**config.mk**
```make
export PLATFORM = sky130hd
export DESIGN_NAME = rsu_switch_unit
export DESIGN_NICKNAME = d
export VERILOG_FILES = /design/src/verilog/rsu_pkg.sv /design/src/verilog/rsu_sweep_if.sv /design/src/verilog/rsu_sweep_watch.sv /design/src/verilog/rsu_switch_unit.sv
export SDC_FILE = /design/constraint.sdc
export NUM_CORES = 1
export LEC_CHECK = 0
export BUFFER_PORTS_ARGS = -buffer_cell sky130_fd_sc_hd__clkbuf_2
export CAP_MARGIN = 10
export CORE_MARGIN = 1.5
export CORE_UTILIZATION = 56
export DETAILED_ROUTE_END_ITERATION = 10
export GPL_ROUTABILITY_DRIVEN = 0
export HOLD_SLACK_MARGIN = 0.15
export PLACE_DENSITY_LB_ADDON = 0.3
export SYNTH_ARGS = -nofsm -noshare
export SYNTH_HDL_FRONTEND = slang
export SYNTH_HIERARCHICAL = 1
export SYNTH_SLANG_ARGS = --single-unit
```
**constraint.sdc**
```tcl
create_clock -name mclk -period 4.91 [get_ports mclk]
set_input_delay 0.491 -clock mclk [delete_from_list [all_inputs] [get_ports mclk]]
set_output_delay 0.491 -clock mclk [all_outputs]
set_load 0.005 [all_outputs]
```
**src/verilog/rsu_pkg.sv**
```systemverilog
`default_nettype none
package rsu_pkg;

  // clock and sweep limits
  localparam int unsigned CLK_HZ         = 25_000_000;
  localparam int unsigned SWEEP_LONG_MS  = 250;
  localparam int unsigned SWEEP_SHORT_MS = 150;
  localparam int unsigned SWEEP_LONG_CYC  = SWEEP_LONG_MS * (CLK_HZ / 1000);
  localparam int unsigned SWEEP_SHORT_CYC = SWEEP_SHORT_MS * (CLK_HZ / 1000);

  // apb register map (byte addresses)
  localparam int unsigned APB_AW     = 8;
  localparam logic [7:0]  OFF_CTRL   = 8'h00;
  localparam logic [7:0]  OFF_STATUS = 8'h04;
  localparam logic [7:0]  OFF_RANGE  = 8'h08;

  // ctrl bits
  localparam int unsigned CTRL_WD_OFF    = 0;
  localparam int unsigned CTRL_FORCE_SW  = 1;
  localparam int unsigned CTRL_FAULT_CLR = 2;

  // status bits
  localparam int unsigned ST_HOLD     = 0;
  localparam int unsigned ST_MASTER   = 1;
  localparam int unsigned ST_DUAL     = 2;
  localparam int unsigned ST_INIT     = 3;
  localparam int unsigned ST_FAULT    = 4;
  localparam int unsigned ST_BK_ON    = 5;
  localparam int unsigned ST_TABLE    = 6;
  localparam int unsigned ST_REVERSE  = 7;
  localparam int unsigned ST_BLOCK    = 8;
  localparam int unsigned ST_RANGE_OK = 9;

  // range register fields
  localparam int unsigned RANGE_START_LSB = 0;
  localparam int unsigned RANGE_END_LSB   = 16;
  localparam int unsigned RANGE_W         = 16;

  // register block limits and table extents
  localparam logic [15:0] BLK_MIN       = 16'h0001;
  localparam logic [15:0] BLK_MAX       = 16'h1000;
  localparam logic [15:0] AUX_OUT_FIRST = 16'h0001;
  localparam logic [15:0] AUX_OUT_LAST  = 16'h0040;
  localparam logic [15:0] AUX_IN_FIRST  = 16'h0041;
  localparam logic [15:0] AUX_IN_LAST   = 16'h0080;
  localparam logic [15:0] FULL_INIT_REGS = 16'h1000;

  // jumper encoding: input high means position 2-3
  localparam logic JP_POS_23 = 1'b1;

  // synchronised pin vector layout
  localparam int unsigned IN_J_TABLE    = 0;
  localparam int unsigned IN_J_REVERSE  = 1;
  localparam int unsigned IN_J_BLOCK    = 2;
  localparam int unsigned IN_J_FULL     = 3;
  localparam int unsigned IN_J_FLAG     = 4;
  localparam int unsigned IN_J_SWEEP    = 5;
  localparam int unsigned IN_J_DUAL_M   = 6;
  localparam int unsigned IN_J_DUAL_A   = 7;
  localparam int unsigned IN_AUX_PRES   = 8;
  localparam int unsigned IN_SUPPLY_OK  = 9;
  localparam int unsigned IN_KEY_RUN    = 10;
  localparam int unsigned IN_KEY_PREF2  = 11;
  localparam int unsigned IN_CPU1_PWR   = 12;
  localparam int unsigned IN_CPU2_PWR   = 13;
  localparam int unsigned IN_CPU1_SWEEP = 14;
  localparam int unsigned IN_CPU2_SWEEP = 15;
  localparam int unsigned IN_MO_TABLE   = 16;
  localparam int unsigned IN_MO_REVERSE = 17;
  localparam int unsigned IN_MO_BLOCK   = 18;
  localparam int unsigned NIN           = 19;

  // transfer pulse layout
  localparam int unsigned X_AUX_IN  = 0;
  localparam int unsigned X_AUX_OUT = 1;
  localparam int unsigned X_TABLE   = 2;
  localparam int unsigned X_REVERSE = 3;
  localparam int unsigned X_BLOCK   = 4;
  localparam int unsigned X_FULL    = 5;
  localparam int unsigned NX        = 6;

  typedef struct packed {
    logic [NIN-1:0]     s1;
    logic [NIN-1:0]     s2;
    logic [NIN-1:0]     s3;
    logic [NIN-1:0]     stab;
    logic [NIN-1:0]     stab_d;
    logic               hold;
    logic               armed;
    logic               master;
    logic               init_pend;
    logic               fault_seen;
    logic               wd_off;
    logic               dual;
    logic               flag_1022;
    logic               flag_1024;
    logic [RANGE_W-1:0] blk_start;
    logic [RANGE_W-1:0] blk_end;
    logic [NX-1:0]      xfer;
    logic [31:0]        prdata;
    logic               pslverr;
  } rsu_main_t;

endpackage : rsu_pkg
`default_nettype wire

```
**src/verilog/rsu_sweep_if.sv**
```systemverilog
`default_nettype none
interface rsu_sweep_if;
  logic sweep_end;
  logic limit_long;
  logic run;
  logic fault;
  modport watch (input sweep_end, input limit_long, input run, output fault);
  modport ctl   (output sweep_end, output limit_long, output run, input fault);
endinterface : rsu_sweep_if
`default_nettype wire

```
**src/verilog/rsu_sweep_watch.sv**
```systemverilog
`default_nettype none
module rsu_sweep_watch
  import rsu_pkg::*;
#(
  parameter int unsigned LONG_CYC  = SWEEP_LONG_CYC,
  parameter int unsigned SHORT_CYC = SWEEP_SHORT_CYC
) (
  input  wire logic      mclk,
  input  wire logic      reset_n,
  rsu_sweep_if.watch     sw
);

  localparam int unsigned CW = $clog2(LONG_CYC + 1);
  localparam logic [CW-1:0] LIM_L = CW'(LONG_CYC);
  localparam logic [CW-1:0] LIM_S = CW'(SHORT_CYC);
  localparam logic [CW-1:0] ONE   = CW'(1);

  typedef struct packed {
    logic [CW-1:0] cnt;
    logic          fault;
  } rsu_watch_t;

  rsu_watch_t st_reg;
  rsu_watch_t st_next;
  logic [CW-1:0] limit;

  always_comb begin
    limit   = sw.limit_long ? LIM_L : LIM_S;
    st_next = st_reg;
    st_next.fault = 1'b0;
    // a sweep end or a stopped watch restarts the measurement
    if (!sw.run || sw.sweep_end) begin
      st_next.cnt = '0;
    end else if (st_reg.cnt + ONE >= limit) begin
      st_next.fault = 1'b1;
      st_next.cnt   = '0;
    end else begin
      st_next.cnt = st_reg.cnt + ONE;
    end
  end

  always_ff @(posedge mclk) begin
    if (!reset_n) begin
      st_reg <= '0;
    end else begin
      st_reg <= st_next;
    end
  end

  assign sw.fault = st_reg.fault;

endmodule // rsu_sweep_watch
`default_nettype wire

```
**src/verilog/rsu_switch_unit.sv**
```systemverilog
// Implementation choices: register access over APB and the register addresses.
`default_nettype none
module rsu_switch_unit
  import rsu_pkg::*;
#(
  parameter int unsigned LONG_CYC  = SWEEP_LONG_CYC,
  parameter int unsigned SHORT_CYC = SWEEP_SHORT_CYC
) (
  input  wire logic              mclk,
  input  wire logic              reset_n,
  // apb slave
  input  wire logic              psel,
  input  wire logic              penable,
  input  wire logic              pwrite,
  input  wire logic [APB_AW-1:0] paddr,
  input  wire logic [31:0]       pwdata,
  output logic [31:0]            prdata,
  output logic                   pready,
  output logic                   pslverr,
  // jumpers, high = position 2-3
  input  wire logic              table_copy_select,
  input  wire logic              reverse_word_copy_select,
  input  wire logic              register_block_copy_select,
  input  wire logic              backup_full_init_select,
  input  wire logic              backup_flag_location_jumper,
  input  wire logic              sweep_limit_jumper,
  input  wire logic              dual_chain_select_main,
  input  wire logic              dual_chain_select_aux,
  // unit state pins
  input  wire logic              aux_modules_present,
  input  wire logic              main_supply_ok,
  input  wire logic              key_run,
  input  wire logic              key_prefer_cpu2,
  input  wire logic              cpu1_power_ok,
  input  wire logic              cpu2_power_ok,
  input  wire logic              cpu1_sweep_end,
  input  wire logic              cpu2_sweep_end,
  // master cpu outputs O1022..O1024
  input  wire logic              master_out_table,
  input  wire logic              master_out_reverse,
  input  wire logic              master_out_block,
  // results
  output logic                   io_from_cpu2,
  output logic                   hold_mode,
  output logic                   io_passthrough,
  output logic                   dual_chain,
  output logic                   backup_flag_i1022,
  output logic                   backup_flag_i1024,
  output logic                   xfer_aux_in,
  output logic                   xfer_aux_out,
  output logic                   xfer_table,
  output logic                   xfer_reverse,
  output logic                   xfer_block,
  output logic                   xfer_full_init,
  output logic [RANGE_W-1:0]     block_start,
  output logic [RANGE_W-1:0]     block_end,
  output logic                   sweep_fault
);

  rsu_main_t     st_reg;
  rsu_main_t     st_next;
  logic [NIN-1:0] pins;
  logic [NIN-1:0] filt;
  rsu_sweep_if    swi ();

  assign pins[IN_J_TABLE]    = table_copy_select;
  assign pins[IN_J_REVERSE]  = reverse_word_copy_select;
  assign pins[IN_J_BLOCK]    = register_block_copy_select;
  assign pins[IN_J_FULL]     = backup_full_init_select;
  assign pins[IN_J_FLAG]     = backup_flag_location_jumper;
  assign pins[IN_J_SWEEP]    = sweep_limit_jumper;
  assign pins[IN_J_DUAL_M]   = dual_chain_select_main;
  assign pins[IN_J_DUAL_A]   = dual_chain_select_aux;
  assign pins[IN_AUX_PRES]   = aux_modules_present;
  assign pins[IN_SUPPLY_OK]  = main_supply_ok;
  assign pins[IN_KEY_RUN]    = key_run;
  assign pins[IN_KEY_PREF2]  = key_prefer_cpu2;
  assign pins[IN_CPU1_PWR]   = cpu1_power_ok;
  assign pins[IN_CPU2_PWR]   = cpu2_power_ok;
  assign pins[IN_CPU1_SWEEP] = cpu1_sweep_end;
  assign pins[IN_CPU2_SWEEP] = cpu2_sweep_end;
  assign pins[IN_MO_TABLE]   = master_out_table;
  assign pins[IN_MO_REVERSE] = master_out_reverse;
  assign pins[IN_MO_BLOCK]   = master_out_block;

  ////////////////////////////////////////////////////////////////////////////
  // pin filter: a change counts only once stages two and three agree
  genvar gi;
  generate
    for (gi = 0; gi < NIN; gi++) begin : g_filt
      assign filt[gi] = (st_reg.s2[gi] == st_reg.s3[gi]) ? st_reg.s3[gi] : st_reg.stab[gi];
    end
  endgenerate

  ////////////////////////////////////////////////////////////////////////////
  // decoded conditions: pin terms from filtered state, apb terms from the raw bus
  logic run_ok;
  logic mst_pwr;
  logic alt_pwr;
  logic sweep_edge;
  logic en_table;
  logic en_reverse;
  logic en_block;
  logic range_ok;
  logic do_switch;
  logic bk_rise;
  logic force_sw;
  logic fault_clr;
  logic wr_acc;
  logic rd_setup;

  always_comb begin
    run_ok     = st_reg.stab[IN_SUPPLY_OK] && st_reg.stab[IN_KEY_RUN];
    mst_pwr    = st_reg.master ? st_reg.stab[IN_CPU2_PWR] : st_reg.stab[IN_CPU1_PWR];
    alt_pwr    = st_reg.master ? st_reg.stab[IN_CPU1_PWR] : st_reg.stab[IN_CPU2_PWR];
    sweep_edge = st_reg.master
               ? (st_reg.stab[IN_CPU2_SWEEP] && !st_reg.stab_d[IN_CPU2_SWEEP])
               : (st_reg.stab[IN_CPU1_SWEEP] && !st_reg.stab_d[IN_CPU1_SWEEP]);
    en_table   = (st_reg.stab[IN_J_TABLE] == JP_POS_23) || st_reg.stab[IN_MO_TABLE];
    en_reverse = (st_reg.stab[IN_J_REVERSE] == JP_POS_23)
               || st_reg.stab[IN_MO_REVERSE];
    en_block   = (st_reg.stab[IN_J_BLOCK] == JP_POS_23) || st_reg.stab[IN_MO_BLOCK];
    range_ok   = (st_reg.blk_start >= BLK_MIN) && (st_reg.blk_end <= BLK_MAX)
               && (st_reg.blk_start <= st_reg.blk_end);
    wr_acc     = psel && penable && pwrite;
    rd_setup   = psel && !penable;
    force_sw   = wr_acc && (paddr == OFF_CTRL) && pwdata[CTRL_FORCE_SW];
    fault_clr  = wr_acc && (paddr == OFF_CTRL) && pwdata[CTRL_FAULT_CLR];
    // switchover only from run, and only to a powered alternate
    do_switch  = !st_reg.hold && st_reg.armed && alt_pwr
               && (!mst_pwr || swi.fault || force_sw);
    // old master becomes backup on switch; or backup comes back on line
    bk_rise    = do_switch || (alt_pwr && !(st_reg.master
               ? st_reg.stab_d[IN_CPU1_PWR] : st_reg.stab_d[IN_CPU2_PWR]));
  end

  assign swi.sweep_end  = sweep_edge;
  assign swi.limit_long = (st_reg.stab[IN_J_SWEEP] != JP_POS_23);
  assign swi.run        = !st_reg.hold && st_reg.armed && !st_reg.wd_off;

  rsu_sweep_watch #(
    .LONG_CYC  (LONG_CYC),
    .SHORT_CYC (SHORT_CYC)
  ) u_watch (
    .mclk    (mclk),
    .reset_n (reset_n),
    .sw      (swi)
  );

  ////////////////////////////////////////////////////////////////////////////
  // next state
  always_comb begin
    st_next        = st_reg;
    st_next.s1     = pins;
    st_next.s2     = st_reg.s1;
    st_next.s3     = st_reg.s2;
    st_next.stab   = filt;
    st_next.stab_d = st_reg.stab;
    st_next.xfer   = '0;

    // hold follows supply and key; leaving it needs both restored
    st_next.hold = !run_ok;
    if (run_ok) begin
      st_next.armed = 1'b1;
    end

    // before first run the preferred master drives the I/O
    if (!st_reg.armed) begin
      st_next.master = st_reg.stab[IN_KEY_PREF2];
    end else if (do_switch) begin
      st_next.master = !st_reg.master;
    end

    st_next.dual = (st_reg.stab[IN_J_DUAL_M] == JP_POS_23)
                 || (st_reg.stab[IN_AUX_PRES] && st_reg.stab[IN_J_DUAL_A] == JP_POS_23);
    st_next.flag_1024 = alt_pwr && (st_reg.stab[IN_J_FLAG] != JP_POS_23);
    st_next.flag_1022 = alt_pwr && (st_reg.stab[IN_J_FLAG] == JP_POS_23);

    // per-sweep copies, suppressed entirely in hold and in the cycle hold rises
    if (sweep_edge && run_ok && !st_reg.hold && st_reg.armed && alt_pwr) begin
      st_next.xfer[X_AUX_IN]  = st_reg.stab[IN_AUX_PRES];
      st_next.xfer[X_AUX_OUT] = st_reg.stab[IN_AUX_PRES] && en_table;
      st_next.xfer[X_TABLE]   = en_table;
      st_next.xfer[X_REVERSE] = en_reverse;
      st_next.xfer[X_BLOCK]   = en_block && range_ok;
      st_next.xfer[X_FULL]    = st_reg.init_pend
                              && (st_reg.stab[IN_J_FULL] == JP_POS_23);
      st_next.init_pend       = 1'b0;
    end
    // a new backup arriving in the clearing cycle is kept
    if (bk_rise) begin
      st_next.init_pend = 1'b1;
    end

    // sticky fault, set wins over clear
    if (fault_clr) begin
      st_next.fault_seen = 1'b0;
    end
    if (swi.fault) begin
      st_next.fault_seen = 1'b1;
    end

    // apb write at access phase
    if (wr_acc && paddr == OFF_CTRL) begin
      st_next.wd_off = pwdata[CTRL_WD_OFF];
    end
    if (wr_acc && paddr == OFF_RANGE) begin
      st_next.blk_start = pwdata[RANGE_START_LSB +: RANGE_W];
      st_next.blk_end   = pwdata[RANGE_END_LSB +: RANGE_W];
    end

    // read data captured in setup so it leaves a flop
    if (rd_setup) begin
      st_next.prdata  = '0;
      st_next.pslverr = 1'b0;
      unique case (paddr)
        OFF_CTRL: begin
          st_next.prdata[CTRL_WD_OFF] = st_reg.wd_off;
        end
        OFF_STATUS: begin
          st_next.prdata[ST_HOLD]     = st_reg.hold;
          st_next.prdata[ST_MASTER]   = st_reg.master;
          st_next.prdata[ST_DUAL]     = st_reg.dual;
          st_next.prdata[ST_INIT]     = st_reg.init_pend;
          st_next.prdata[ST_FAULT]    = st_reg.fault_seen;
          st_next.prdata[ST_BK_ON]    = alt_pwr;
          st_next.prdata[ST_TABLE]    = en_table;
          st_next.prdata[ST_REVERSE]  = en_reverse;
          st_next.prdata[ST_BLOCK]    = en_block;
          st_next.prdata[ST_RANGE_OK] = range_ok;
        end
        OFF_RANGE: begin
          st_next.prdata[RANGE_START_LSB +: RANGE_W] = st_reg.blk_start;
          st_next.prdata[RANGE_END_LSB +: RANGE_W]   = st_reg.blk_end;
        end
        default: begin
          st_next.pslverr = 1'b1;
        end
      endcase
    end
  end

  always_ff @(posedge mclk) begin
    if (!reset_n) begin
      st_reg <= '0;
    end else begin
      st_reg <= st_next;
    end
  end

  ////////////////////////////////////////////////////////////////////////////
  // outputs
  assign prdata            = st_reg.prdata;
  assign pslverr           = st_reg.pslverr;
  assign pready            = 1'b1;
  assign io_from_cpu2      = st_reg.master;
  assign hold_mode         = st_reg.hold;
  // no traffic is inserted while held
  assign io_passthrough    = st_reg.hold;
  assign dual_chain        = st_reg.dual;
  assign backup_flag_i1022 = st_reg.flag_1022;
  assign backup_flag_i1024 = st_reg.flag_1024;
  assign xfer_aux_in       = st_reg.xfer[X_AUX_IN];
  assign xfer_aux_out      = st_reg.xfer[X_AUX_OUT];
  assign xfer_table        = st_reg.xfer[X_TABLE];
  assign xfer_reverse      = st_reg.xfer[X_REVERSE];
  assign xfer_block        = st_reg.xfer[X_BLOCK];
  assign xfer_full_init    = st_reg.xfer[X_FULL];
  assign block_start       = st_reg.blk_start;
  assign block_end         = st_reg.blk_end;
  assign sweep_fault       = st_reg.fault_seen;

  ////////////////////////////////////////////////////////////////////////////
  // checks
  chk_hold_on_loss: assert property (@(posedge mclk) disable iff (!reset_n)
    !st_reg.stab[IN_SUPPLY_OK] |=> hold_mode)
    else $error("supply loss did not force hold");

  chk_hold_no_xfer: assert property (@(posedge mclk) disable iff (!reset_n)
    $past(st_reg.hold) |-> (st_reg.xfer == '0))
    else $error("transfer issued while held");

  chk_hold_no_switch: assert property (@(posedge mclk) disable iff (!reset_n)
    (st_reg.hold && st_reg.armed) |=> $stable(io_from_cpu2))
    else $error("master changed while held");

  chk_pass_quiet: assert property (@(posedge mclk) disable iff (!reset_n)
    io_passthrough |-> !(xfer_aux_in || xfer_table || xfer_block || xfer_full_init))
    else $error("traffic inserted in pass-through");

  chk_pref_master: assert property (@(posedge mclk) disable iff (!reset_n)
    !st_reg.armed |=> io_from_cpu2 == $past(st_reg.stab[IN_KEY_PREF2]))
    else $error("preferred master not used");

  chk_switch_loss: assert property (@(posedge mclk) disable iff (!reset_n)
    (!st_reg.hold && st_reg.armed && !mst_pwr && alt_pwr) |=> $changed(io_from_cpu2))
    else $error("no switchover on master power loss");

  chk_dual_sel: assert property (@(posedge mclk) disable iff (!reset_n)
    ##1 dual_chain == $past(st_reg.stab[IN_J_DUAL_M]
      || (st_reg.stab[IN_AUX_PRES] && st_reg.stab[IN_J_DUAL_A])))
    else $error("chain mode wrong");

  chk_aux_in_copy: assert property (@(posedge mclk) disable iff (!reset_n)
    (sweep_edge && run_ok && !st_reg.hold && st_reg.armed && alt_pwr
      && st_reg.stab[IN_AUX_PRES]) |=> xfer_aux_in)
    else $error("aux input table not copied");

  chk_aux_absent: assert property (@(posedge mclk) disable iff (!reset_n)
    (xfer_aux_in || xfer_aux_out) |-> $past(st_reg.stab[IN_AUX_PRES]))
    else $error("aux copy without aux modules");

  chk_table_en: assert property (@(posedge mclk) disable iff (!reset_n)
    (xfer_table || xfer_aux_out) |-> $past(en_table))
    else $error("table copy while disabled");

  chk_block_range: assert property (@(posedge mclk) disable iff (!reset_n)
    xfer_block |-> ($past(range_ok) && $past(en_block)))
    else $error("block copy with bad range");

  chk_flag_loc: assert property (@(posedge mclk) disable iff (!reset_n)
    $past(alt_pwr) |-> (backup_flag_i1022 == $past(st_reg.stab[IN_J_FLAG]))
      && (backup_flag_i1024 != $past(st_reg.stab[IN_J_FLAG])))
    else $error("backup flag at wrong input");

  cov_switch: cover property (@(posedge mclk) disable iff (!reset_n)
    $changed(io_from_cpu2) && st_reg.armed);
  cov_full_init: cover property (@(posedge mclk) disable iff (!reset_n) xfer_full_init);
  cov_block: cover property (@(posedge mclk) disable iff (!reset_n) xfer_block);
  cov_hold: cover property (@(posedge mclk) disable iff (!reset_n) $rose(hold_mode));

endmodule // rsu_switch_unit
`default_nettype wire

```
# Yosys cells after proc, flatten, opt, wreduce, memory -nomap -nowiden
# Cells that the tools add are included.
# Widths: inputs -> output; s select.
# totals
regBits	196
output_inout_bits	79
elab_cells	136
# classes
add_sub_neg	1
order_cmp	4
eq_ne	22
mux	16
bitwise_logic	2
reduce_logical	52
# op_table
cell	count
$logic_and 1x1->1	27
$add 23x1->23 const B	1
$ge 23x23->1	1
$mux 23	1
$mux 22	1
$eq 1x1->1	19
$pmux 9 s2	1
$ge 16x1->1 const B	1
$le 16x13->1 const B	1
$le 16x16->1	1
$mux 1	12
$logic_not 1->1	10
$eq 8x3->1 const B	1
$eq 8x4->1 const B	1
$logic_not 8->1	1
$logic_or 1x1->1	8
$reduce_or 3->1	2
$reduce_bool 2->1	2
$pmux 1 s3	1
$ne 2x1->1 const B	1
$not 1->1	2
$reduce_and 2->1	1
$reduce_or 2->1	1

# Depth between registers and ports, before layout
# Gate-level depths: netlist of run 1.
# depth
ltp_word	9
mapped_depth	15
mapped_depth_nobuf	14

# By module
# Netlist of run 1, hierarchy kept.
# by_module_without_submodules
mod	n_inst	cells_per_inst	area_per_inst_um2
rsu_switch_unit	1	713	6276.0
rsu_sweep_watch	1	175	1565.3

# Worst setup path after synthesis of run 1
# Ideal clock, no wire load.
# synth_timing
path_type	reg2reg
start	register u_watch/st_reg[1] in the netlist's numbering
end	register u_watch/st_reg[12] in the netlist's numbering
arrival_ns	3.339
required_time_ns	4.774
path_slack_ns	1.435
stages_incl_launch_ff	16
n_path_buf	1
synth_period_minus_slack_ns	3.475
cell_sequence	dfxtp_1 -> ha_1 -> and4_4 -> nand3_4 -> nor2_1 -> nand2_1 -> xnor2_1 -> ha_1 -> nand2_1 -> nor2_1 -> or4b_1 -> and3_1 -> a2111o_1 -> a32oi_4 -> buf_8 -> nor3_2
# synth_via
elab_chain_cells	3
# synth_rtl
item	line	source
start, declared	rsu_sweep_watch.sv:23	rsu_watch_t st_reg;
start signal, assigned	rsu_sweep_watch.sv:46	st_reg <= st_next;
$add 23x1->23 (*)	rsu_sweep_watch.sv:34, rsu_sweep_watch.sv:38	
$ge 23x23->1	rsu_sweep_watch.sv:34	end else if (st_reg.cnt + ONE >= limit) begin
$reduce_or 3->1 (no source line)	--	
# Mark *: on every way between the ends. The rest lies on a longest branch, timed or not.
# A chain may end at the register's enable or synchronous reset.

# Worst setup path after layout of run 1
# layout_timing
start	register u_watch/st_reg[1] in the netlist's numbering
end	register u_watch/st_reg[3] in the netlist's numbering
# Same word-level chain as after synthesis.

==> qor.txt, run 1 <==
Status - complete, no violations
Max reg flops - 57
Placed insts - 1,108
Final WL - 17,600 um
Synthesized net count - 979
Fmax - 0.234 GHz
Antenna viol nets, final - 0
Logic pwr share - 3.0%
Die ar. - 14,700 um^2
Commonest non-fill, non-tap cell in the layout - dfxtp_1
RSZ-0062 raised after global routing - no
P_int - 2.32 mW
Post-route DRC - 0
Worst Hold Class - input port to register
Initial antenna violation count - 0
Yosys cell types - 69
Htree depth - 4
Max Buffers Root-to-Sink - 2
Sw Ratio - 22.0%
Die width - 121 um
Least-Margin Pin Slew - 1.18 ns
Final Non-Filler Cells - 1,140
CP startpoint kind - register
Syn_area_per_cell - 8.83 um^2
Standard-cell rows - 43
Fin Setup TNS - 0 ns
Synth Area in Adders - 4.31%
Final hold vios - 0
Setup violators final - 0
Synth warn - 6
Root buffer cell - clkbuf_16
Period utilization - 87.2%
R2R setup slack - 0.63 ns
Seq/Total Area, Yosys - 47.0%
Via-per-instance ratio - 5.45
CTS clk-pin slew, worst paths - 0.07 ns
Register bit count reported by yosys - 184
XOR/XNOR share of the synthesized area - 2.12%
CTS resizes - 0
Slew Viols, Final - 0
Post-synth ARST share - 0%
Mapped Cells - 888
Clk_skew - 0.00948 ns
Power Density - 341 nW/um^2
CP max-delay cell - a32oi_4
First-pass GRT wire length - 28,100 um
Sw power - 0.655 mW
Post-synth top area share - 47.0%
Post-synthesis compound-gate area fraction - 12.0%
Setup crit start - u_watch/st_reg[1]
Post-synthesis cell area - 7840 um^2
Share of post-route cells with drive strength above 1 - 20.9%
Fin crit period - 4.28 ns
RR Endpoint - u_watch/st_reg[3]
Total number of vias - 6,212
Reg2reg start - u_watch/st_reg[1]
CP Capture Type - register
Sequential power share - 51.4%
Most frequent cells in the layout - 184 x dfxtp_1, 141 x clkbuf_2, 126 x nand2_1
Initial core utilization - 56.9%
Cell Chain, Critical Path - ha_1, and4_4, nand3_4, nor2_1, nand2_1, xnor2_1, ha_1, nand2_1, nor2_1, or4b_1, and3_1, a2111o_1, a32oi_4, buf_4, nor3_2
Post-Synth Simple-Gate Area - 24.4%
Rel. slew slack - 21.0%
Drt pass-1 iters - 4
Final Net Count - 1,038
Worst EP required - 5.20 ns
Gr usage total - 24.3%
CTS Sinks - 184
Multiplexer share of the synthesized area - 0.527%
Setup Buffers After CTS - 0
Critical path peak fanout - 16
VDD IR-drop max - 0.000230 V
Hold-fix buffers, CTS - 0
CP Class - register to register
CTS Buf Count - 17
Top cells by area, synth - dfxtp_1 47%, buf_4 6.3%, nand2_1 6.0%
Most used flip-flop cell after synthesis - dfxtp_1
Arrival time at the worst endpoint - 4.57 ns
# diodes - 0
Place WS - 0.705 ns
Vias in the first global route - 5,658
Largest family of logic cells by synthesized area - simple AND/OR/NAND/NOR gates
Synth-to-layout area growth - 11.3%
Die height - 121 um
Worst-Skew Late Latency - 0.43 ns
Ports - 143
Design area - 8730 um^2
Setup ws final - 0.628 ns
Setup crit end - u_watch/st_reg[3]
Total gr overflow - 0
CORE AREA - 13,800 um^2
Pin count of the biggest net entering global routing - 71
MaxCap Viol Count - 0
Clock power frac - 45.6%
Area after DPL - 8140 um^2
Reg2reg path depth - 15
Max incr delay on CP - 0.61 ns
Final Util - 63.4%
PortBufs - 141
First DRT Iteration DRCs - 554
Post-synth EDFFs - 0
Lkg Pwr - 3.54 nW
Post-DP HPWL - 12,100 um
CTS tree - yes
Drt wl/cell - 15.4 um
Yosys top cell by area - dfxtp_1
## synthesized netlist by cell type (2+ instances only)
master,number
a2111oi_0,2
a211oi_1,2
a21o_1,3
a21oi_1,90
a221oi_1,5
a311oi_1,5
a31oi_1,2
and2_1,64
and3_1,14
and4_1,3
and4_4,2
buf_2,7
buf_4,66
clkbuf_1,30
dfxtp_1,184
ha_1,27
inv_1,23
mux2i_1,3
nand2_1,126
nand3_1,16
nand3b_1,3
nand4_1,14
nor2_1,59
nor2_2,2
nor2b_1,6
nor3_1,20
nor3_2,8
nor4_1,8
o211ai_1,2
o21ai_0,29
o311ai_0,2
o32ai_1,2
or3_1,3
or4_1,3
or4b_1,2
xnor2_1,13
xor2_1,6
## worst max-delay path, delay by kind of cell, from the launching register on
| kind | cells | cell delay, ns |
|---|---|---|
| compound gates | 2 | 1.01 |
| xor+xnor | 1 | 0.15 |
| fa+ha+maj | 2 | 0.66 |
| buf+inv | 1 | 0.30 |
| flops | 1 | 0.46 |
| simple gates | 9 | 1.54 |
## cells by family (layout without fill, tap and decap cells)
logic type | count (synthesis) | in the layout
simple gates | 367 | 367
flops | 184 | 184
compound gates | 157 | 157
buf+inv | 129 | 201
fa+ha+maj | 27 | 27
xor+xnor | 19 | 19
mux | 4 | 4
other cells | 1 | 1
## worst min path at each step
stage / cells after the start / endpoint / startpoint / slack, ns
5_1_grt: 2 / st_next[143] / dual_chain_select_main / 0.25
3_5_place_dp: 1 / st_next[119] / st_next[138] / 0.42
3_3_place_gp: 1 / st_next[133] / st_next[152] / 0.41
2_1_floorplan: 1 / st_next[118] / st_next[137] / 0.41
4_1_cts: 2 / st_next[141] / backup_flag_location_jumper / 0.25
6_report: 2 / st_next[154] / master_out_reverse / 0.26
## cell type report
cell class	count	area (um^2)
multi-input cells	575	3400
clock inverters	14	161
clock buffers	18	429
repair buffers	145	736
fillers	1229	5050
flip-flops and latches	184	3680
inverters	24	90.1
well taps	180	225
## through the flow
| step | hold slack, ns | power (mW) |
|---|---|---|
| 2_1_floorplan | 0.412 | 1.61 |
| 3_3_place_gp | 0.415 | 1.65 |
| 3_5_place_dp | 0.418 | 1.65 |
| 4_1_cts | 0.254 | 2.99 |
| 5_1_grt | 0.248 | 3.07 |
| 6_report | 0.262 | 2.97 |
## per-layer routing
metal | wire [um] | vias to the layer above | GRT usage (%)
met2 | 8470 | 185 | 40.1
met3 | 1010 | 26 | 4.61
met4 | 333 | 0 | 8.90
li1 | - | 3074 | -
met5 | 0 | - | 0
met1 | 7750 | 2927 | 31.8
## power by group through the flow
| stage | combinational (mW) | sequential [mW] | clock (mW) |
|---|---|---|---|
| 4_1_cts | 0.0903 | 1.53 | 1.37 |
| 2_1_floorplan | 0.0521 | 1.56 | 0 |
| 3_5_place_dp | 0.0898 | 1.56 | 0 |
| 6_report | 0.0900 | 1.53 | 1.36 |
| 3_3_place_gp | 0.0895 | 1.56 | 0 |
| 5_1_grt | 0.100 | 1.53 | 1.44 |
Note: power is estimated with default switching activity, not from simulation.
==> inputs of run 2 (changes only) <==
--- a/config.mk
+++ b/config.mk
@@ -7,8 +7,10 @@
 export LEC_CHECK = 0
 export BUFFER_PORTS_ARGS = -buffer_cell sky130_fd_sc_hd__clkbuf_2
 export CAP_MARGIN = 10
+export CELL_PAD_IN_SITES_DETAIL_PLACEMENT = 2
+export CELL_PAD_IN_SITES_GLOBAL_PLACEMENT = 2
 export CORE_MARGIN = 1.5
-export CORE_UTILIZATION = 56
+export CORE_UTILIZATION = 33
 export DETAILED_ROUTE_END_ITERATION = 10
 export GPL_ROUTABILITY_DRIVEN = 0
 export HOLD_SLACK_MARGIN = 0.15
==> run 2 against run 1 <==
Design area is 3.0% higher. Routed wire length is 33% higher. Sequential share of layout area is 1.2 points lower. Worst setup slack better by 0.030 ns. Die area is 68% higher. Via count is 2.3% higher. Non-clock buffer count is 4 higher. Count of clock-buffer cells in the layout stayed put. Sequential power hardly changed. Register-to-register slack better by 0.03 ns. Maximum frequency is 0.72% higher.
==> qor.txt, run 2 (synthesis results as in run 1) <==
Standard-cell rows - 56 (+30%)
Initial antenna violation count - 1 (+1)
Final Net Count - 1,042 (+0.39%)
CP startpoint kind - register
CTS Sinks - 184 (unchanged)
Setup ws final - 0.658 ns (+0.0305 ns)
Initial core utilization - 33.5% (-23 points)
CP Class - register to register
Placed insts - 1,251 (+13%)
Fillers - 2,668 (+120%)
Ports - 143 (unchanged)
Worst Hold Class - input port to register
Post-route DRC - 0 (unchanged)
VDD IR-drop max - 0.000202 V (-12%)
First DRT Iteration DRCs - 205 (-63%)
Die ar. - 24,700 um^2 (+68%)
Die height - 157 um (+30%)
Pin count of the biggest net entering global routing - 46 (-35%)
Commonest non-fill, non-tap cell in the layout - dfxtp_1
Most frequent cells in the layout - 184 x dfxtp_1, 141 x clkbuf_2, 126 x nand2_1
Synth-to-layout area growth - 14.6%
Clk_skew - 0.0118 ns (+0.00235 ns)
Fin crit period - 4.25 ns (-0.0305 ns)
Root buffer cell - clkbuf_16
Final WL - 23,300 um (+33%)
RSZ-0062 raised after global routing - no
Via-per-instance ratio - 4.95 (-9.1%)
Fin Setup TNS - 0 ns (unchanged)
M1 GR Usage - 23.4% (-8.4 points)
Worst EP required - 5.19 ns (about the same)
Antenna viol nets, final - 0 (unchanged)
Final Non-Filler Cells - 1,283 (+13%)
Period utilization - 86.6% (-0.62 points)
Hold-fix buffers, CTS - 0 (unchanged)
CTS clk-pin slew, worst paths - 0.08 ns (about the same)
Gr usage total - 20.0% (-4.3 points)
Critical path peak fanout - 14 (-2)
Drt pass-1 iters - 4 (unchanged)
PortBufs - 141 (unchanged)
Total number of vias - 6,356 (+2.3%)
Arrival time at the worst endpoint - 4.54 ns (-0.03 ns)
Rel. slew slack - 19.7% (-1.3 points)
CTS Buf Count - 17 (unchanged)
Drt wl/cell - 18.2 um (+18%)
Power Density - 344 nW/um^2 (+0.89%)
MaxCap Viol Count - 0 (unchanged)
Vias in the first global route - 6,875 (+22%)
Max Buffers Root-to-Sink - 2 (unchanged)
Total gr overflow - 0 (unchanged)
Setup crit end - u_watch/st_reg[17]
CP Capture Type - register
Reg2reg start - u_watch/st_reg[1]
Setup Buffers After CTS - 0 (unchanged)
First-pass GRT wire length - 37,600 um (+34%)
Place WS - 0.668 ns (-0.0368 ns)
CTS tree - yes
M2 GR Usage - 36.8% (-3.3 points)
Final Util - 38.4% (-25 points)
R2R setup slack - 0.66 ns (+0.03 ns)
Slew Viols, Final - 0 (unchanged)
Max reg flops - 57 (unchanged)
Setup violators final - 0 (unchanged)
GR peak layer - met2
CTS resizes - 0 (unchanged)
Lkg Pwr - 3.58 nW (+1.2%)
Share of post-route cells with drive strength above 1 - 21.4% (+0.43 points)
Status - complete, no violations
Reg2reg path depth - 15 (unchanged)
Met3 Use GR - 3.17% (-1.4 points)
CORE AREA - 23,400 um^2 (+70%)
Least-Margin Pin Slew - 1.20 ns (+0.0141 ns)
# diodes - 0 (unchanged)
RR Endpoint - u_watch/st_reg[17]
Final hold vios - 0 (unchanged)
Die width - 157 um (+30%)
Setup crit start - u_watch/st_reg[1]
Htree depth - 4 (unchanged)
Post-DP HPWL - 16,700 um (+38%)
Worst-Skew Late Latency - 0.44 ns (about the same)
Fmax - 0.235 GHz (+0.72%)
[run 2: cell count changes in the layout (fill, tap and decap cells not counted), moves of 2 or more]
cell	before	now
clkinv_2	2	0
clkinv_8	0	8
clkinv_4	3	1
buf_4	4	8
inv_6	4	2
[run 2: final cells by class]
| cell class | count | area [um^2] | area share [%] |
|---|---|---|---|
| multi-input cells | 575 | 3400 | 37.8 |
| inverters | 24 | 90.1 | 1.00 |
| clock inverters | 14 | 209 | 2.32 |
| clock buffers | 18 | 439 | 4.89 |
| repair buffers | 149 | 766 | 8.52 |
| well taps | 319 | 399 | 4.44 |
| flip-flops and latches | 184 | 3680 | 41.0 |
[run 2: worst max-delay path: stages, from the launching register on]
cell,delay [ns]
dfxtp_1,0.45
ha_1,0.34
and4_4,0.31
nand3_4,0.13
nor2_1,0.16
nand2_1,0.09
xnor2_1,0.16
ha_1,0.31
nand2_1,0.08
nor2_1,0.13
or4b_1,0.46
and3_1,0.17
a2111o_1,0.40
a32oi_4,0.49
buf_4,0.33
a211oi_1,0.07
[run 2: worst min path at each step]
stage               cells after the start                   start  slack (ns)           end
finish                                  2  dual_chain_select_main        0.25  st_next[143]
global route                            2  dual_chain_select_main        0.24  st_next[143]
CTS                                     2          cpu2_sweep_end        0.22  st_next[152]
detailed placement                      1            st_next[152]        0.42  st_next[133]
global placement                        1            st_next[147]        0.41  st_next[128]
floorplan                               1            st_next[137]        0.41  st_next[118]
[run 2: report_power, final]
part           internal, mW  switching [mW]  total [mW]
Sequential             1.51          0.0111        1.53
Clock                 0.759           0.710        1.47
Combinational        0.0401          0.0547      0.0949
[run 2: stage by stage]
stage	total power, mW	instance area, um^2	hold WS, ns
2_1_floorplan	1.61	7840	0.412
3_3_place_gp	1.66	8340	0.415
3_5_place_dp	1.66	8340	0.422
4_1_cts	3.14	8990	0.219
5_1_grt	3.21	8990	0.241
6_report	3.09	8990	0.252
[run 2: metal layers]
layer / wire, um / vias up
met3: 851 / 22
met4: 478 / 0
met1: 10000 / 3122
li1: - / 3084
met5: 0 / -
met2: 12000 / 128
